## src/verilog/ptsl_pkg.sv

```systemverilog
package ptsl_pkg;

  // ----------------------------------------------------------------
  // Clock and timing
  // ----------------------------------------------------------------
  localparam int CLK_KHZ        = 100000;                 // 100 MHz mclk
  localparam int HOLD_MS        = 4000;                   // Contact closed to arm
  localparam int OPEN_MS        = 1000;                   // Contact open to enter teach
  localparam int WINDOW_MS      = 5000;                   // Teach closure window
  localparam int DEBOUNCE_MS    = 10;                     // Contact settle time
  localparam int TUNE_STEP_US   = 10;                     // Gain settle per tuning step
  localparam int HOLD_CYC       = HOLD_MS * CLK_KHZ;      // Least time, exact
  localparam int OPEN_CYC       = OPEN_MS * CLK_KHZ;
  localparam int WINDOW_CYC     = WINDOW_MS * CLK_KHZ;    // Longest time, exact
  localparam int DEBOUNCE_CYC   = DEBOUNCE_MS * CLK_KHZ;
  localparam int TUNE_STEP_CYC  = (TUNE_STEP_US * CLK_KHZ + 999) / 1000;

  // ----------------------------------------------------------------
  // Loop current codes in microamps
  // ----------------------------------------------------------------
  localparam logic [15:0] CUR_BLIND_UA = 16'h0ed8;        // 3800 uA
  localparam logic [15:0] CUR_BELOW_UA = 16'h0f3c;        // 3900 uA
  localparam logic [15:0] CUR_MIN_UA   = 16'h0fa0;        // 4000 uA
  localparam logic [15:0] CUR_SPAN_UA  = 16'h3e80;        // 16000 uA
  localparam logic [15:0] CUR_ABOVE_UA = 16'h4e84;        // 20100 uA

  // ----------------------------------------------------------------
  // Reset values and tuning
  // ----------------------------------------------------------------
  localparam logic [15:0] ZERO_RST     = 16'h0000;        // Untaught zero point
  localparam logic [15:0] END_RST      = 16'hffff;        // Untaught end point
  localparam logic [3:0]  GAIN_RST     = 4'h0;            // Lowest gain at power-up
  localparam logic [3:0]  GAIN_MAX     = 4'hf;
  localparam logic [7:0]  TUNE_TARGET  = 8'h80;           // Wanted echo amplitude

  // ----------------------------------------------------------------
  // Sequencer states, Gray along tune, idle, hold, open, teach, done
  // ----------------------------------------------------------------
  typedef enum logic [2:0] {
    PTSL_TUNE  = 3'h4,
    PTSL_IDLE  = 3'h0,
    PTSL_HOLD  = 3'h1,
    PTSL_OPEN  = 3'h3,
    PTSL_TEACH = 3'h2,
    PTSL_DONE  = 3'h6
  } ptsl_state_e;

endpackage : ptsl_pkg

```

## src/verilog/ptsl_teach.sv

```systemverilog
`timescale 1ns/100ps
module ptsl_teach #(
  parameter int HOLD_CYCLES     = ptsl_pkg::HOLD_CYC,      // Arm hold time
  parameter int OPEN_CYCLES     = ptsl_pkg::OPEN_CYC,      // Release time
  parameter int WINDOW_CYCLES   = ptsl_pkg::WINDOW_CYC,    // Teach window
  parameter int DEBOUNCE_CYCLES = ptsl_pkg::DEBOUNCE_CYC   // Contact settle
) (
  // Clock and reset
  input  wire logic        mclk,
  input  wire logic        rst_b,
  // Teach contacts: zero (pin 2-3 or zero button), end (pin 1-2 or span)
  input  wire logic        zero_contact,
  input  wire logic        end_contact,
  // Measurement front end
  input  wire logic        element_seen,
  input  wire logic        element_blind,
  input  wire logic [15:0] element_pos,
  input  wire logic [7:0]  echo_level,
  // Status lamp
  output logic             lamp_green,
  output logic             lamp_yellow,
  output logic             lamp_red,
  // Loop current and tuning
  output logic [15:0]      loop_ua,
  output logic [3:0]       echo_gain,
  output logic             tune_done,
  // Teach status
  output logic             teach_active,
  output logic             zero_stored,
  output logic             end_stored,
  output logic [15:0]      zero_point,
  output logic [15:0]      end_point
);
  import ptsl_pkg::*;

  typedef struct packed {
    ptsl_state_e      st;      // Sequencer state
    logic [31:0]      tmr;     // Phase timer
    logic [1:0]       deb;     // Debounced contacts, bit 0 zero, bit 1 end
    logic [1:0][31:0] dcnt;    // Debounce counters
    logic [15:0]      zero_pt; // Taught zero point
    logic [15:0]      end_pt;  // Taught end point
    logic [3:0]       gain;    // Echo gain
    logic             tuned;   // Tuning finished
    logic             zst;     // Zero stored pulse
    logic             est;     // End stored pulse
    logic [15:0]      cur;     // Loop current
    logic             lg;      // Lamp green
    logic             ly;      // Lamp yellow
    logic             lr;      // Lamp red
    logic             ta;      // Teach window open, registered so the pin is a flop
    logic             go;      // Divider start
    logic [29:0]      num;     // Scaled offset into range
    logic [15:0]      den;     // Range width
  } ptsl_teach_s;

  ptsl_teach_s r, next_r;
  logic        in_range;       // Element inside taught range
  logic        below;          // Element beyond the zero side
  logic        div_ready;
  logic        div_done;
  logic [29:0] div_q;
  logic [1:0]  raw;

  assign raw      = {end_contact, zero_contact};
  assign below    = element_pos < r.zero_pt;
  assign in_range = !below && (element_pos <= r.end_pt);

  // ----------------------------------------------------------------
  // Scaling divider
  // ----------------------------------------------------------------
  ptsl_divider u_div (
    .mclk     (mclk),
    .rst_b    (rst_b),
    .start    (r.go),
    .dividend (r.num),
    .divisor  (r.den),
    .ready    (div_ready),
    .done     (div_done),
    .quotient (div_q)
  );

  // ----------------------------------------------------------------
  // Next state: debounce, tuning, teach sequencer, lamp and current
  // ----------------------------------------------------------------
  always_comb begin
    next_r     = r;
    next_r.zst = 1'b0;
    next_r.est = 1'b0;
    next_r.tmr = r.tmr + 32'h1;
    // A contact changes only after staying changed for the settle time
    for (int i = 0; i < 2; i++) begin
      if (raw[i] == r.deb[i]) begin
        next_r.dcnt[i] = 32'h0;
      end else if (r.dcnt[i] >= 32'(DEBOUNCE_CYCLES - 1)) begin
        next_r.dcnt[i] = 32'h0;
        next_r.deb[i]  = raw[i];
      end else begin
        next_r.dcnt[i] = r.dcnt[i] + 32'h1;
      end
    end
    case (r.st)
      PTSL_TUNE: begin
        // Raise gain until the echo is strong enough, then run
        if (r.tmr >= 32'(TUNE_STEP_CYC - 1)) begin
          next_r.tmr = 32'h0;
          if (echo_level >= TUNE_TARGET || r.gain == GAIN_MAX) begin
            next_r.tuned = 1'b1;
            next_r.st    = PTSL_IDLE;
          end else begin
            next_r.gain = r.gain + 4'h1;
          end
        end
      end
      PTSL_IDLE: begin
        // A floating teach line keeps the sequencer here
        next_r.tmr = 32'h0;
        if (r.deb[0]) begin
          next_r.st = PTSL_HOLD;
        end
      end
      PTSL_HOLD: begin
        if (!r.deb[0]) begin
          next_r.tmr = 32'h0;
          // Released too early counts as a stray closure
          next_r.st  = (r.tmr >= 32'(HOLD_CYCLES)) ? PTSL_OPEN : PTSL_IDLE;
        end
      end
      PTSL_OPEN: begin
        if (r.deb[0]) begin
          next_r.st = PTSL_DONE;
        end else if (r.tmr >= 32'(OPEN_CYCLES - 1)) begin
          next_r.tmr = 32'h0;
          next_r.st  = PTSL_TEACH;
        end
      end
      PTSL_TEACH: begin
        // Zero wins when both close in the same cycle
        if (r.deb[0]) begin
          next_r.zero_pt = element_pos;
          next_r.zst     = 1'b1;
          next_r.st      = PTSL_DONE;
        end else if (r.deb[1]) begin
          next_r.end_pt = element_pos;
          next_r.est    = 1'b1;
          next_r.st     = PTSL_DONE;
        end else if (r.tmr >= 32'(WINDOW_CYCLES - 1)) begin
          next_r.st = PTSL_IDLE;
        end
      end
      PTSL_DONE: begin
        // Wait for both contacts open so the closure does not re-arm
        next_r.tmr = 32'h0;
        if (r.deb == 2'b00) begin
          next_r.st = PTSL_IDLE;
        end
      end
      default: begin
        next_r.st = PTSL_IDLE;
      end
    endcase
    // Flag tracks the state it reports, so it shows teach in the same cycle
    next_r.ta = (next_r.st == PTSL_TEACH);
    // Lamp colour follows the element every cycle
    next_r.lr = !element_seen;
    next_r.lg = element_seen && in_range;
    next_r.ly = element_seen && !in_range;
    // Divider runs back to back on fresh operands
    next_r.go  = div_ready && !r.go;
    // Widen both factors first; a 16 bit product would lose the offset
    next_r.num = 30'({14'h0, element_pos - r.zero_pt} * {14'h0, CUR_SPAN_UA});
    next_r.den = r.end_pt - r.zero_pt;
    if (!element_seen || element_blind) begin
      next_r.cur = CUR_BLIND_UA;
    end else if (below) begin
      next_r.cur = CUR_BELOW_UA;
    end else if (!in_range) begin
      next_r.cur = CUR_ABOVE_UA;
    end else if (div_done) begin
      // Quotient lags position by one division, about 32 cycles
      next_r.cur = (div_q > 30'(CUR_SPAN_UA)) ? (CUR_MIN_UA + CUR_SPAN_UA)
                 : (CUR_MIN_UA + div_q[15:0]);
    end else if (r.cur < CUR_MIN_UA || r.cur > CUR_MIN_UA + CUR_SPAN_UA) begin
      next_r.cur = CUR_MIN_UA;
    end
  end

  // State register; power cycling is the only reset
  always_ff @(posedge mclk or negedge rst_b) begin
    if (!rst_b) begin
      r         <= '0;
      r.st      <= PTSL_TUNE;
      r.zero_pt <= ZERO_RST;
      r.end_pt  <= END_RST;
      r.gain    <= GAIN_RST;
      r.cur     <= CUR_BLIND_UA;
      r.lr      <= 1'b1;
    end else begin
      r <= next_r;
    end
  end

  // ----------------------------------------------------------------
  // Outputs
  // ----------------------------------------------------------------
  assign lamp_green   = r.lg;
  assign lamp_yellow  = r.ly;
  assign lamp_red     = r.lr;
  assign loop_ua      = r.cur;
  assign echo_gain    = r.gain;
  assign tune_done    = r.tuned;
  assign teach_active = r.ta;
  assign zero_stored  = r.zst;
  assign end_stored   = r.est;
  assign zero_point   = r.zero_pt;
  assign end_point    = r.end_pt;
endmodule : ptsl_teach

```

## src/verilog/ptsl_divider.sv

```systemverilog
`timescale 1ns/100ps
// Serial restoring divider, one quotient bit per clock
module ptsl_divider (
  // Clock and reset
  input  wire logic        mclk,
  input  wire logic        rst_b,
  // Request
  input  wire logic        start,
  input  wire logic [29:0] dividend,
  input  wire logic [15:0] divisor,
  // Answer
  output logic             ready,
  output logic             done,
  output logic [29:0]      quotient
);
  import ptsl_pkg::*;

  typedef struct packed {
    logic [16:0] rem;   // Partial remainder
    logic [29:0] quo;   // Dividend shifting out, quotient shifting in
    logic [15:0] den;   // Latched divisor
    logic [4:0]  cnt;   // Steps left
    logic        busy;  // Division running
    logic        done;  // Result pulse
  } ptsl_div_s;

  ptsl_div_s r, next_r;
  logic [16:0] trial;   // Shifted remainder for this step

  // ----------------------------------------------------------------
  // Step logic
  // ----------------------------------------------------------------
  always_comb begin
    next_r      = r;
    next_r.done = 1'b0;
    trial       = {r.rem[15:0], r.quo[29]};
    if (!r.busy && start) begin
      // Zero divisor yields all ones, which the caller clamps
      next_r.rem  = 17'h00000;
      next_r.quo  = dividend;
      next_r.den  = divisor;
      next_r.cnt  = 5'h1e;
      next_r.busy = 1'b1;
    end else if (r.busy) begin
      if (trial >= {1'b0, r.den}) begin
        next_r.rem = trial - {1'b0, r.den};
        next_r.quo = {r.quo[28:0], 1'b1};
      end else begin
        next_r.rem = trial;
        next_r.quo = {r.quo[28:0], 1'b0};
      end
      next_r.cnt = r.cnt - 5'h01;
      if (r.cnt == 5'h01) begin
        next_r.busy = 1'b0;
        next_r.done = 1'b1;
      end
    end
  end

  // State register
  always_ff @(posedge mclk or negedge rst_b) begin
    if (!rst_b) begin
      r <= '0;
    end else begin
      r <= next_r;
    end
  end

  assign ready    = ~r.busy;
  assign done     = r.done;
  assign quotient = r.quo;

endmodule : ptsl_divider

```

## config.mk

```make
export PLATFORM = sky130hd
export DESIGN_NAME = ptsl_teach
export DESIGN_NICKNAME = d
export VERILOG_FILES = /design/src/verilog/ptsl_pkg.sv /design/src/verilog/ptsl_teach.sv /design/src/verilog/ptsl_divider.sv
export SDC_FILE = /design/constraint.sdc
export NUM_CORES = 1
export LEC_CHECK = 0
export BUFFER_PORTS_ARGS = -buffer_cell sky130_fd_sc_hd__buf_4
export CORE_MARGIN = 2
export CORE_UTILIZATION = 30
export CTS_BUF_LIST = sky130_fd_sc_hd__clkbuf_8
export CTS_CLUSTER_DIAMETER = 60
export CTS_CLUSTER_SIZE = 25
export DETAILED_ROUTE_END_ITERATION = 6
export SYNTH_ARGS = -nofsm -noshare
export SYNTH_HDL_FRONTEND = slang
export SYNTH_SLANG_ARGS = --single-unit
```

## constraint.sdc

```tcl
create_clock -name mclk -period 17.5 [get_ports mclk]
set_input_delay 1.75 -clock mclk [delete_from_list [all_inputs] [get_ports mclk]]
set_output_delay 1.75 -clock mclk [all_outputs]
set_load 0.02 [all_outputs]
```

==> results of run 1 <==
## final cells by class
class / count / area (um^2) / area share (%)
multi-input cells: 1195 / 8720 / 47.4
flip-flops and latches: 269 / 6760 / 36.8
well taps: 704 / 881 / 4.79
repair buffers: 97 / 736 / 4.00
inverters: 162 / 608 / 3.31
clock buffers: 27 / 372 / 2.02
clock inverters: 23 / 299 / 1.63
diodes: 1 / 2.50 / 0.0136
## routing by layer
metal / track usage, % / part of all wire, % / vias to the layer above
met5: 0 / 0.061 / -
met4: 4.72 / 3.2 / 4
met3: 2.30 / 4.7 / 55
met2: 21.0 / 46 / 171
met1: 17.1 / 46 / 5654
li1: - / - / 5809
## kinds of logic (layout without fill, tap and decap cells)
logic type      Yosys count  after routing  share of synthesized area [%]
compound gates          304            304                           11.9
xor+xnor                147            147                           7.78
fa+ha+maj               173            173                           15.2
buf+inv                 258            309                           7.08
flops                   269            269                           40.9
mux                      44             44                           2.87
other cells               1             26                         0.0227
simple gates            502            502                           14.3
## worst register-to-register path, cell delays in order (launching register included)
cell,delay [ns]
sky130_fd_sc_hd__dfrtp_1,0.46
sky130_fd_sc_hd__inv_1,0.12
sky130_fd_sc_hd__ha_1,0.33
sky130_fd_sc_hd__nor2b_1,0.15
sky130_fd_sc_hd__o21ai_1,0.16
sky130_fd_sc_hd__a21boi_1,0.13
sky130_fd_sc_hd__o41ai_1,0.50
sky130_fd_sc_hd__nand2_1,0.15
sky130_fd_sc_hd__xor2_1,0.58
sky130_fd_sc_hd__xnor2_1,0.32
sky130_fd_sc_hd__xor2_1,0.25
sky130_fd_sc_hd__fa_1,0.53
sky130_fd_sc_hd__inv_1,0.06
sky130_fd_sc_hd__fa_1,0.50
sky130_fd_sc_hd__inv_1,0.05
sky130_fd_sc_hd__fa_1,0.50
sky130_fd_sc_hd__inv_1,0.04
sky130_fd_sc_hd__ha_1,0.33
sky130_fd_sc_hd__a21oi_1,0.27
sky130_fd_sc_hd__a2bb2oi_1,0.29
sky130_fd_sc_hd__a311oi_1,0.17
sky130_fd_sc_hd__o21a_1,0.23
sky130_fd_sc_hd__o21a_1,0.19
sky130_fd_sc_hd__o41ai_1,0.30
sky130_fd_sc_hd__xnor2_1,0.13
## Yosys cell counts (5+ instances only)
library cell                count
sky130_fd_sc_hd__o21bai_1       6
sky130_fd_sc_hd__a31oi_1        7
sky130_fd_sc_hd__dfstp_2       25
sky130_fd_sc_hd__mux2i_1       25
sky130_fd_sc_hd__ha_1         120
sky130_fd_sc_hd__xnor2_1       82
sky130_fd_sc_hd__nand2b_1       5
sky130_fd_sc_hd__nand4_1       25
sky130_fd_sc_hd__and2_1        10
sky130_fd_sc_hd__or2_2          9
sky130_fd_sc_hd__a21o_1        15
sky130_fd_sc_hd__nor2_1       138
sky130_fd_sc_hd__o21ai_0      107
sky130_fd_sc_hd__o21a_1        14
sky130_fd_sc_hd__mux2_2        16
sky130_fd_sc_hd__nand2_1      152
sky130_fd_sc_hd__xor2_1        65
sky130_fd_sc_hd__nor3_1        33
sky130_fd_sc_hd__o211ai_1       9
sky130_fd_sc_hd__a2bb2oi_1      5
sky130_fd_sc_hd__a21oi_1       56
sky130_fd_sc_hd__or3_1          7
sky130_fd_sc_hd__nand3_1       45
sky130_fd_sc_hd__or4_1          6
sky130_fd_sc_hd__fa_1          49
sky130_fd_sc_hd__a211oi_1       8
sky130_fd_sc_hd__inv_1        162
sky130_fd_sc_hd__dfrtp_1      244
sky130_fd_sc_hd__nor2b_1       21
sky130_fd_sc_hd__a22o_1        22
sky130_fd_sc_hd__clkbuf_1      39
sky130_fd_sc_hd__o31ai_1       10
sky130_fd_sc_hd__and3_1        18
sky130_fd_sc_hd__nor4_1        18
sky130_fd_sc_hd__buf_4         52
## sequential cells by signal, summed over array words and instances, names as in the netlist, 4 cells and up
signal          flops
echo_gain           4
loop_ua            16
u_div.quotient     30
end_point          16
zero_point         16
u_div.r            38
r                 141
## path summary, 6_finish.rpt
kind	startpoint	endpoint	slack, ns	cells after the start
max in group asynchronous	rst_b	u_div.r[1]	14.61	2
min in group asynchronous	rst_b	r[154]	1.18	1
worst min register to register	r[6]	u_div.r[13]	0.44	2
worst min-delay path	r[6]	u_div.r[13]	0.44	2
worst max-delay path	element_pos[0]	r[45]	9.87	26
worst max register to register	zero_point[2]	r[45]	10.66	24
## metrics by stage
step,cell area [um^2],cells
detailed placement,17700,2427
CTS,18400,2477
global placement,17700,2427
floorplan,16600,1722
finish,18400,2478
global route,18400,2478
==> results.txt, run 1 <==
----------------------------------------------------
[Drt]
  1st-iter DRT viols ... 580
  Routed length per placed instance ... 14.5 um
  Via count of the routed design ... 11700
  Total Wirelength ... 35.8 mm
  Antenna Violating Nets Remaining ... 0
  DRT Pass-1 Iters ... 5
  Remaining design rule violation count ... 0
  Average vias per placed instance ... 4.72

[Layout]
  Layout cells sized above 1 ... 11.8%
  Final Net Count ... 1951
  Most used cells in the layout excluding fill and tap cells ... sky130_fd_sc_hd__dfrtp_1, sky130_fd_sc_hd__inv_1, sky130_fd_sc_hd__nand2_1, sky130_fd_sc_hd__nor2_1, sky130_fd_sc_hd__ha_1
  Most frequent standard cell in the layout excluding fill and tap cells ... sky130_fd_sc_hd__dfrtp_1
  Area growth from synthesis to layout ... 11.1%
  Layout filler cell count ... 5489
  Final core utilization ... 33.6%

[Setup path]
  Arrival time of the worst setup path ... 8.13 ns
  CP required ... 18.00 ns
  Startpoint types ... input port
  Crit path buffers/inverters ... 5
  Critical Path End Type ... flop
  Family of cells with the greatest summed delay on the critical path ... adder cells
  Type of the worst setup path ... in2reg
  Peak per-stage delay on the critical path ... 0.58 ns
  Worst-path fanout max ... 6
  Standard cell with the maximum stage delay on the critical path ... sky130_fd_sc_hd__xor2_1

[Timing]
  Number of max-slew violations in the final report ... 0
  Unrepaired setup endpoints after global routing ... false
  Fin crit period ... 7.63 ns
  Worst relative slew slack ... 29.4%
  Transition at the pin with the smallest max-transition slack ... 1.06 ns
  Timing-limited maximum frequency ... 131 MHz
  Endpoints failing hold ... 0
  Post-route clock skew ... 0.0389 ns
  Total setup violations reported at the end of the flow ... 0
  Period utilisation layout ... 43.6%
  Worst hold slack ... 0.443 ns
  Setup TNS ... 0 ns
  Final critical-path setup slack ... 9.87 ns

[Floorplan]
  Initial core utilization ... 30.2%
  Die width ... 239 um
  Top-Level Pins ... 89
  Die outline area ... 57100 um^2
  Row cnt ... 86
  Vertical extent of the die ... 239 um
  Placeable Area ... 54800 um^2

[Clock tree]
  Sink Count ... 269
  Number of buffers added by the clock tree synthesis step ... 27
  Post-CTS setup buffers ... 0
  H-Tree Level Count ... 1
  Clock transition at path regs ... 0.10 ns
  CTS tree ... built
  Insertion delay to the later sink of the worst-skew pair ... 0.64 ns
  Number of buffers on the longest clock path ... 3
  Cells resized by post-CTS repair ... 0
  # hold bufs at CTS ... 0
  Root buffer cell ... sky130_fd_sc_hd__clkbuf_8

[Logic synthesis]
  Count of warnings emitted by yosys ... 0
  Fraction of synthesized cell area taken by the top area cell type ... 36.9%
  Cell type contributing the most total cell area after synthesis ... sky130_fd_sc_hd__dfrtp_1
  Async SR Flop Fraction ... 100%
  Register bit total from synthesis ... 269
  Primary flip-flop cell chosen by synthesis mapping ... sky130_fd_sc_hd__dfrtp_1
  Mapped cell area ... 16500 um^2
  Number of unique standard cell types used by synthesis ... 74
  Sequential share of the synthesized area ... 40.9%
  Number of flops mapped to enable cells by yosys ... 0
  Cells taking the most area after synthesis ... sky130_fd_sc_hd__dfrtp_1, sky130_fd_sc_hd__ha_1, sky130_fd_sc_hd__fa_1
  Synthesized instance count ... 1698
  Avg Cell Area, Syn ... 9.75 um^2

[GRT]
  Maximum number of pins on one net before global-route repair ... 124
  Antenna violations before repair ... 3
  Number of global-route vias before repair ... 11800
  Final global-route overflow total ... 0
  GR Util All Layers ... 12.9%
  Global-route wire length before repair ... 60.1 mm

[Place]
  Setup slack after placement ... 9.16 ns
  Post-detail-place hpwl ... 26.8 mm
  Quantity of I/O buffers inserted on ports ... 81
  Weighted congestion reported at the end of routability-driven placement ... 0.849

[Run status]
  Run status ... finished clean

[Min path]
  Hold crit path type ... reg2reg

[Job]
  MaxCap Viol Count ... 0

----------------------------------------------------
Power of run 1 is left out: the tool's default activity adds up to more than one toggle a clock period on the data nets, which glitch-free logic cannot reach.
==> run 2: changes to the inputs <==
- clock period: 17.5 -> 7.9 ns (I/O delays scaled with it)
==> run 2 against run 1 <==
  * Die area unchanged
  * Cell count is essentially flat
  * First-iteration DRC count rose by 1.7%
  * Hold slack got worse by 0.32 ns
  * Clock skew grew 0.0086 ns
  * Global-route usage decreased by 0.17 points
  * Core utilization is essentially flat
  * Register-to-register slack lost 9.5 ns
  * Via count shrank 0.37%
  * Flip-flop and latch count did not move
  * Critical path type is now reg2reg
  * Critical endpoint unchanged
  * Largest cell class unchanged
  * Highest routed layer unchanged
==> results.txt, run 2 (synthesized netlist as in run 1, its figures left out) <==
----------------------------------------------------
[Run status]
  Run status ... finished clean

[Clock tree]
  Sink Count ... 269 (unchanged)
  CTS tree ... built
  Root buffer cell ... sky130_fd_sc_hd__clkbuf_8
  Post-CTS setup buffers ... 0 (unchanged)
  Insertion delay to the later sink of the worst-skew pair ... 0.65 ns (about the same)
  # hold bufs at CTS ... 0 (unchanged)
  Cells resized by post-CTS repair ... 0 (unchanged)
  H-Tree Level Count ... 1 (unchanged)
  Clock transition at path regs ... 0.12 ns (+0.02 ns)
  Number of buffers added by the clock tree synthesis step ... 26 (-3.7%)
  Number of buffers on the longest clock path ... 3 (unchanged)

[Drt]
  Average vias per placed instance ... 4.71 (-0.29%)
  DRT Pass-1 Iters ... 5 (unchanged)
  Antenna Violating Nets Remaining ... 0 (unchanged)
  Routed length per placed instance ... 14.5 um (+0.27%)
  1st-iter DRT viols ... 590 (+1.7%)
  Via count of the routed design ... 11700 (-0.37%)
  Remaining design rule violation count ... 0 (unchanged)
  Total Wirelength ... 35.9 mm (+0.19%)

[Timing]
  Total setup violations reported at the end of the flow ... 0 (unchanged)
  Transition at the pin with the smallest max-transition slack ... 1.17 ns (+0.107 ns)
  Worst relative slew slack ... 22.0% (-7.4 points)
  Fin crit period ... 6.75 ns
  Number of max-slew violations in the final report ... 0 (unchanged)
  Endpoints failing hold ... 0 (unchanged)
  Unrepaired setup endpoints after global routing ... false
  Period utilisation layout ... 85.4%
  Final critical-path setup slack ... 1.15 ns (-8.72 ns)
  Setup TNS ... 0 ns (unchanged)
  Post-route clock skew ... 0.0476 ns (+0.00864 ns)
  Timing-limited maximum frequency ... 148 MHz

[Job]
  MaxCap Viol Count ... 0 (unchanged)

[Place]
  Placed Area ... 17700 um^2 (about the same)
  Setup slack after placement ... 0.699 ns (-8.46 ns)
  Post-detail-place hpwl ... 26.9 mm (+0.41%)
  Quantity of I/O buffers inserted on ports ... 81 (unchanged)
  Weighted congestion reported at the end of routability-driven placement ... 0.836 (-1.5%)

[GRT]
  GR Util All Layers ... 12.7% (-0.17 points)
  Antenna violations before repair ... 3 (unchanged)
  Maximum number of pins on one net before global-route repair ... 185 (+49%)
  Global-route wire length before repair ... 59.7 mm (-0.70%)
  Number of global-route vias before repair ... 11600 (-1.9%)
  Final global-route overflow total ... 0 (unchanged)

[Setup path]
  Arrival time of the worst setup path ... 7.24 ns (-0.89 ns)
  Worst-path fanout max ... 6 (unchanged)
  Critical Path End Type ... flop
  CP required ... 8.39 ns (-9.61 ns)
  Worst Reg2Reg Path Length in Cells ... 24 (unchanged)
  Type of the worst setup path ... reg2reg
  Startpoint types ... flop

[Min path]
  Hold crit path type ... in2async

[Floorplan]
  Initial core utilization ... 30.2% (unchanged)
  Top-Level Pins ... 89 (unchanged)
  Vertical extent of the die ... 239 um (unchanged)
  Die outline area ... 57100 um^2 (unchanged)
  Die width ... 239 um (unchanged)
  Placeable Area ... 54800 um^2 (unchanged)
  Row cnt ... 86 (unchanged)

[Layout]
  Largest Register ... r
  Final core utilization ... 33.6% (about the same)
  Multi-input gate area ... 8720 um^2 (unchanged)
  Layout filler cell count ... 5448 (-0.75%)
  Most used cells in the layout excluding fill and tap cells ... sky130_fd_sc_hd__dfrtp_1, sky130_fd_sc_hd__inv_1, sky130_fd_sc_hd__nand2_1, sky130_fd_sc_hd__nor2_1, sky130_fd_sc_hd__ha_1
  Max reg flops ... 141 (unchanged)
  Layout cells sized above 1 ... 11.7% (-0.10 points)
  Area taken by flip-flops and latches ... 6760 um^2 (unchanged)
  Cell area after layout ... 18400 um^2 (about the same)
  Area growth from synthesis to layout ... 11.1% (about the same)
  Most frequent standard cell in the layout excluding fill and tap cells ... sky130_fd_sc_hd__dfrtp_1
  Final Net Count ... 1950 (-0.051%)

----------------------------------------------------
[run 2: cell count changes in the layout (fill, tap and decap cells not counted), sizes merged]
cell / change
inv: +5
clkinv: -3
bufinv: -2
clkbuf: -1
clkinvlp: -1
[run 2: path summary, 6_finish.rpt]
kind	startpoint	to	slack [ns]
max	zero_point[2]	r[45]	1.15
min	rst_b	r[146]	0.12
max reg2reg	zero_point[2]	r[45]	1.15
min reg2reg	r[13]	u_div.r[20]	0.46
max in group asynchronous	rst_b	u_div.quotient[1]	6.30
min in group mclk	element_seen	lamp_red	0.34
[run 2: worst max-delay path: stages (launching register included)]
cell	delay [ns]
sky130_fd_sc_hd__dfrtp_1	0.46
sky130_fd_sc_hd__inv_1	0.11
sky130_fd_sc_hd__ha_1	0.32
sky130_fd_sc_hd__nor2b_1	0.14
sky130_fd_sc_hd__o21ai_1	0.17
sky130_fd_sc_hd__a21boi_1	0.13
sky130_fd_sc_hd__o41ai_1	0.50
sky130_fd_sc_hd__nand2_1	0.13
sky130_fd_sc_hd__xor2_1	0.50
sky130_fd_sc_hd__xnor2_1	0.28
sky130_fd_sc_hd__xor2_1	0.24
sky130_fd_sc_hd__fa_1	0.53
sky130_fd_sc_hd__inv_1	0.06
sky130_fd_sc_hd__fa_1	0.50
sky130_fd_sc_hd__inv_1	0.05
sky130_fd_sc_hd__fa_1	0.49
sky130_fd_sc_hd__inv_1	0.04
sky130_fd_sc_hd__ha_1	0.33
sky130_fd_sc_hd__a21oi_1	0.30
sky130_fd_sc_hd__a2bb2oi_1	0.29
sky130_fd_sc_hd__a311oi_1	0.16
sky130_fd_sc_hd__o21a_1	0.23
sky130_fd_sc_hd__o21a_1	0.19
sky130_fd_sc_hd__o41ai_1	0.32
sky130_fd_sc_hd__xnor2_1	0.13
[run 2: metrics by stage]
step	std cells	hold slack, ns
floorplan	1722	0.426
global placement	2427	0.432
detailed placement	2427	0.435
CTS	2475	0.0978
global route	2476	0.121
finish	2476	0.121
[run 2: area by class of cell]
| class | count | share of cell area, % |
|---|---|---|
| diodes | 1 | 0.0136 |
| multi-input cells | 1195 | 47.4 |
| repair buffers | 97 | 4.07 |
| clock buffers | 26 | 1.95 |
| inverters | 162 | 3.31 |
| clock inverters | 22 | 1.70 |
| flip-flops and latches | 269 | 36.8 |
| well taps | 704 | 4.79 |
[run 2: per-layer routing]
metal  vias up  global-route usage [%]  routed length (um)  part of all wire, %
li1       5817                       -                   -                    -
met1      5628                    17.7               17300                   48
met2       162                    20.6               16300                   46
met3        39                    2.06                1560                  4.4
met4         4                    3.18                 670                  1.9
met5         -                       0                  24                0.067
Power of run 2 is left out for the same reason.
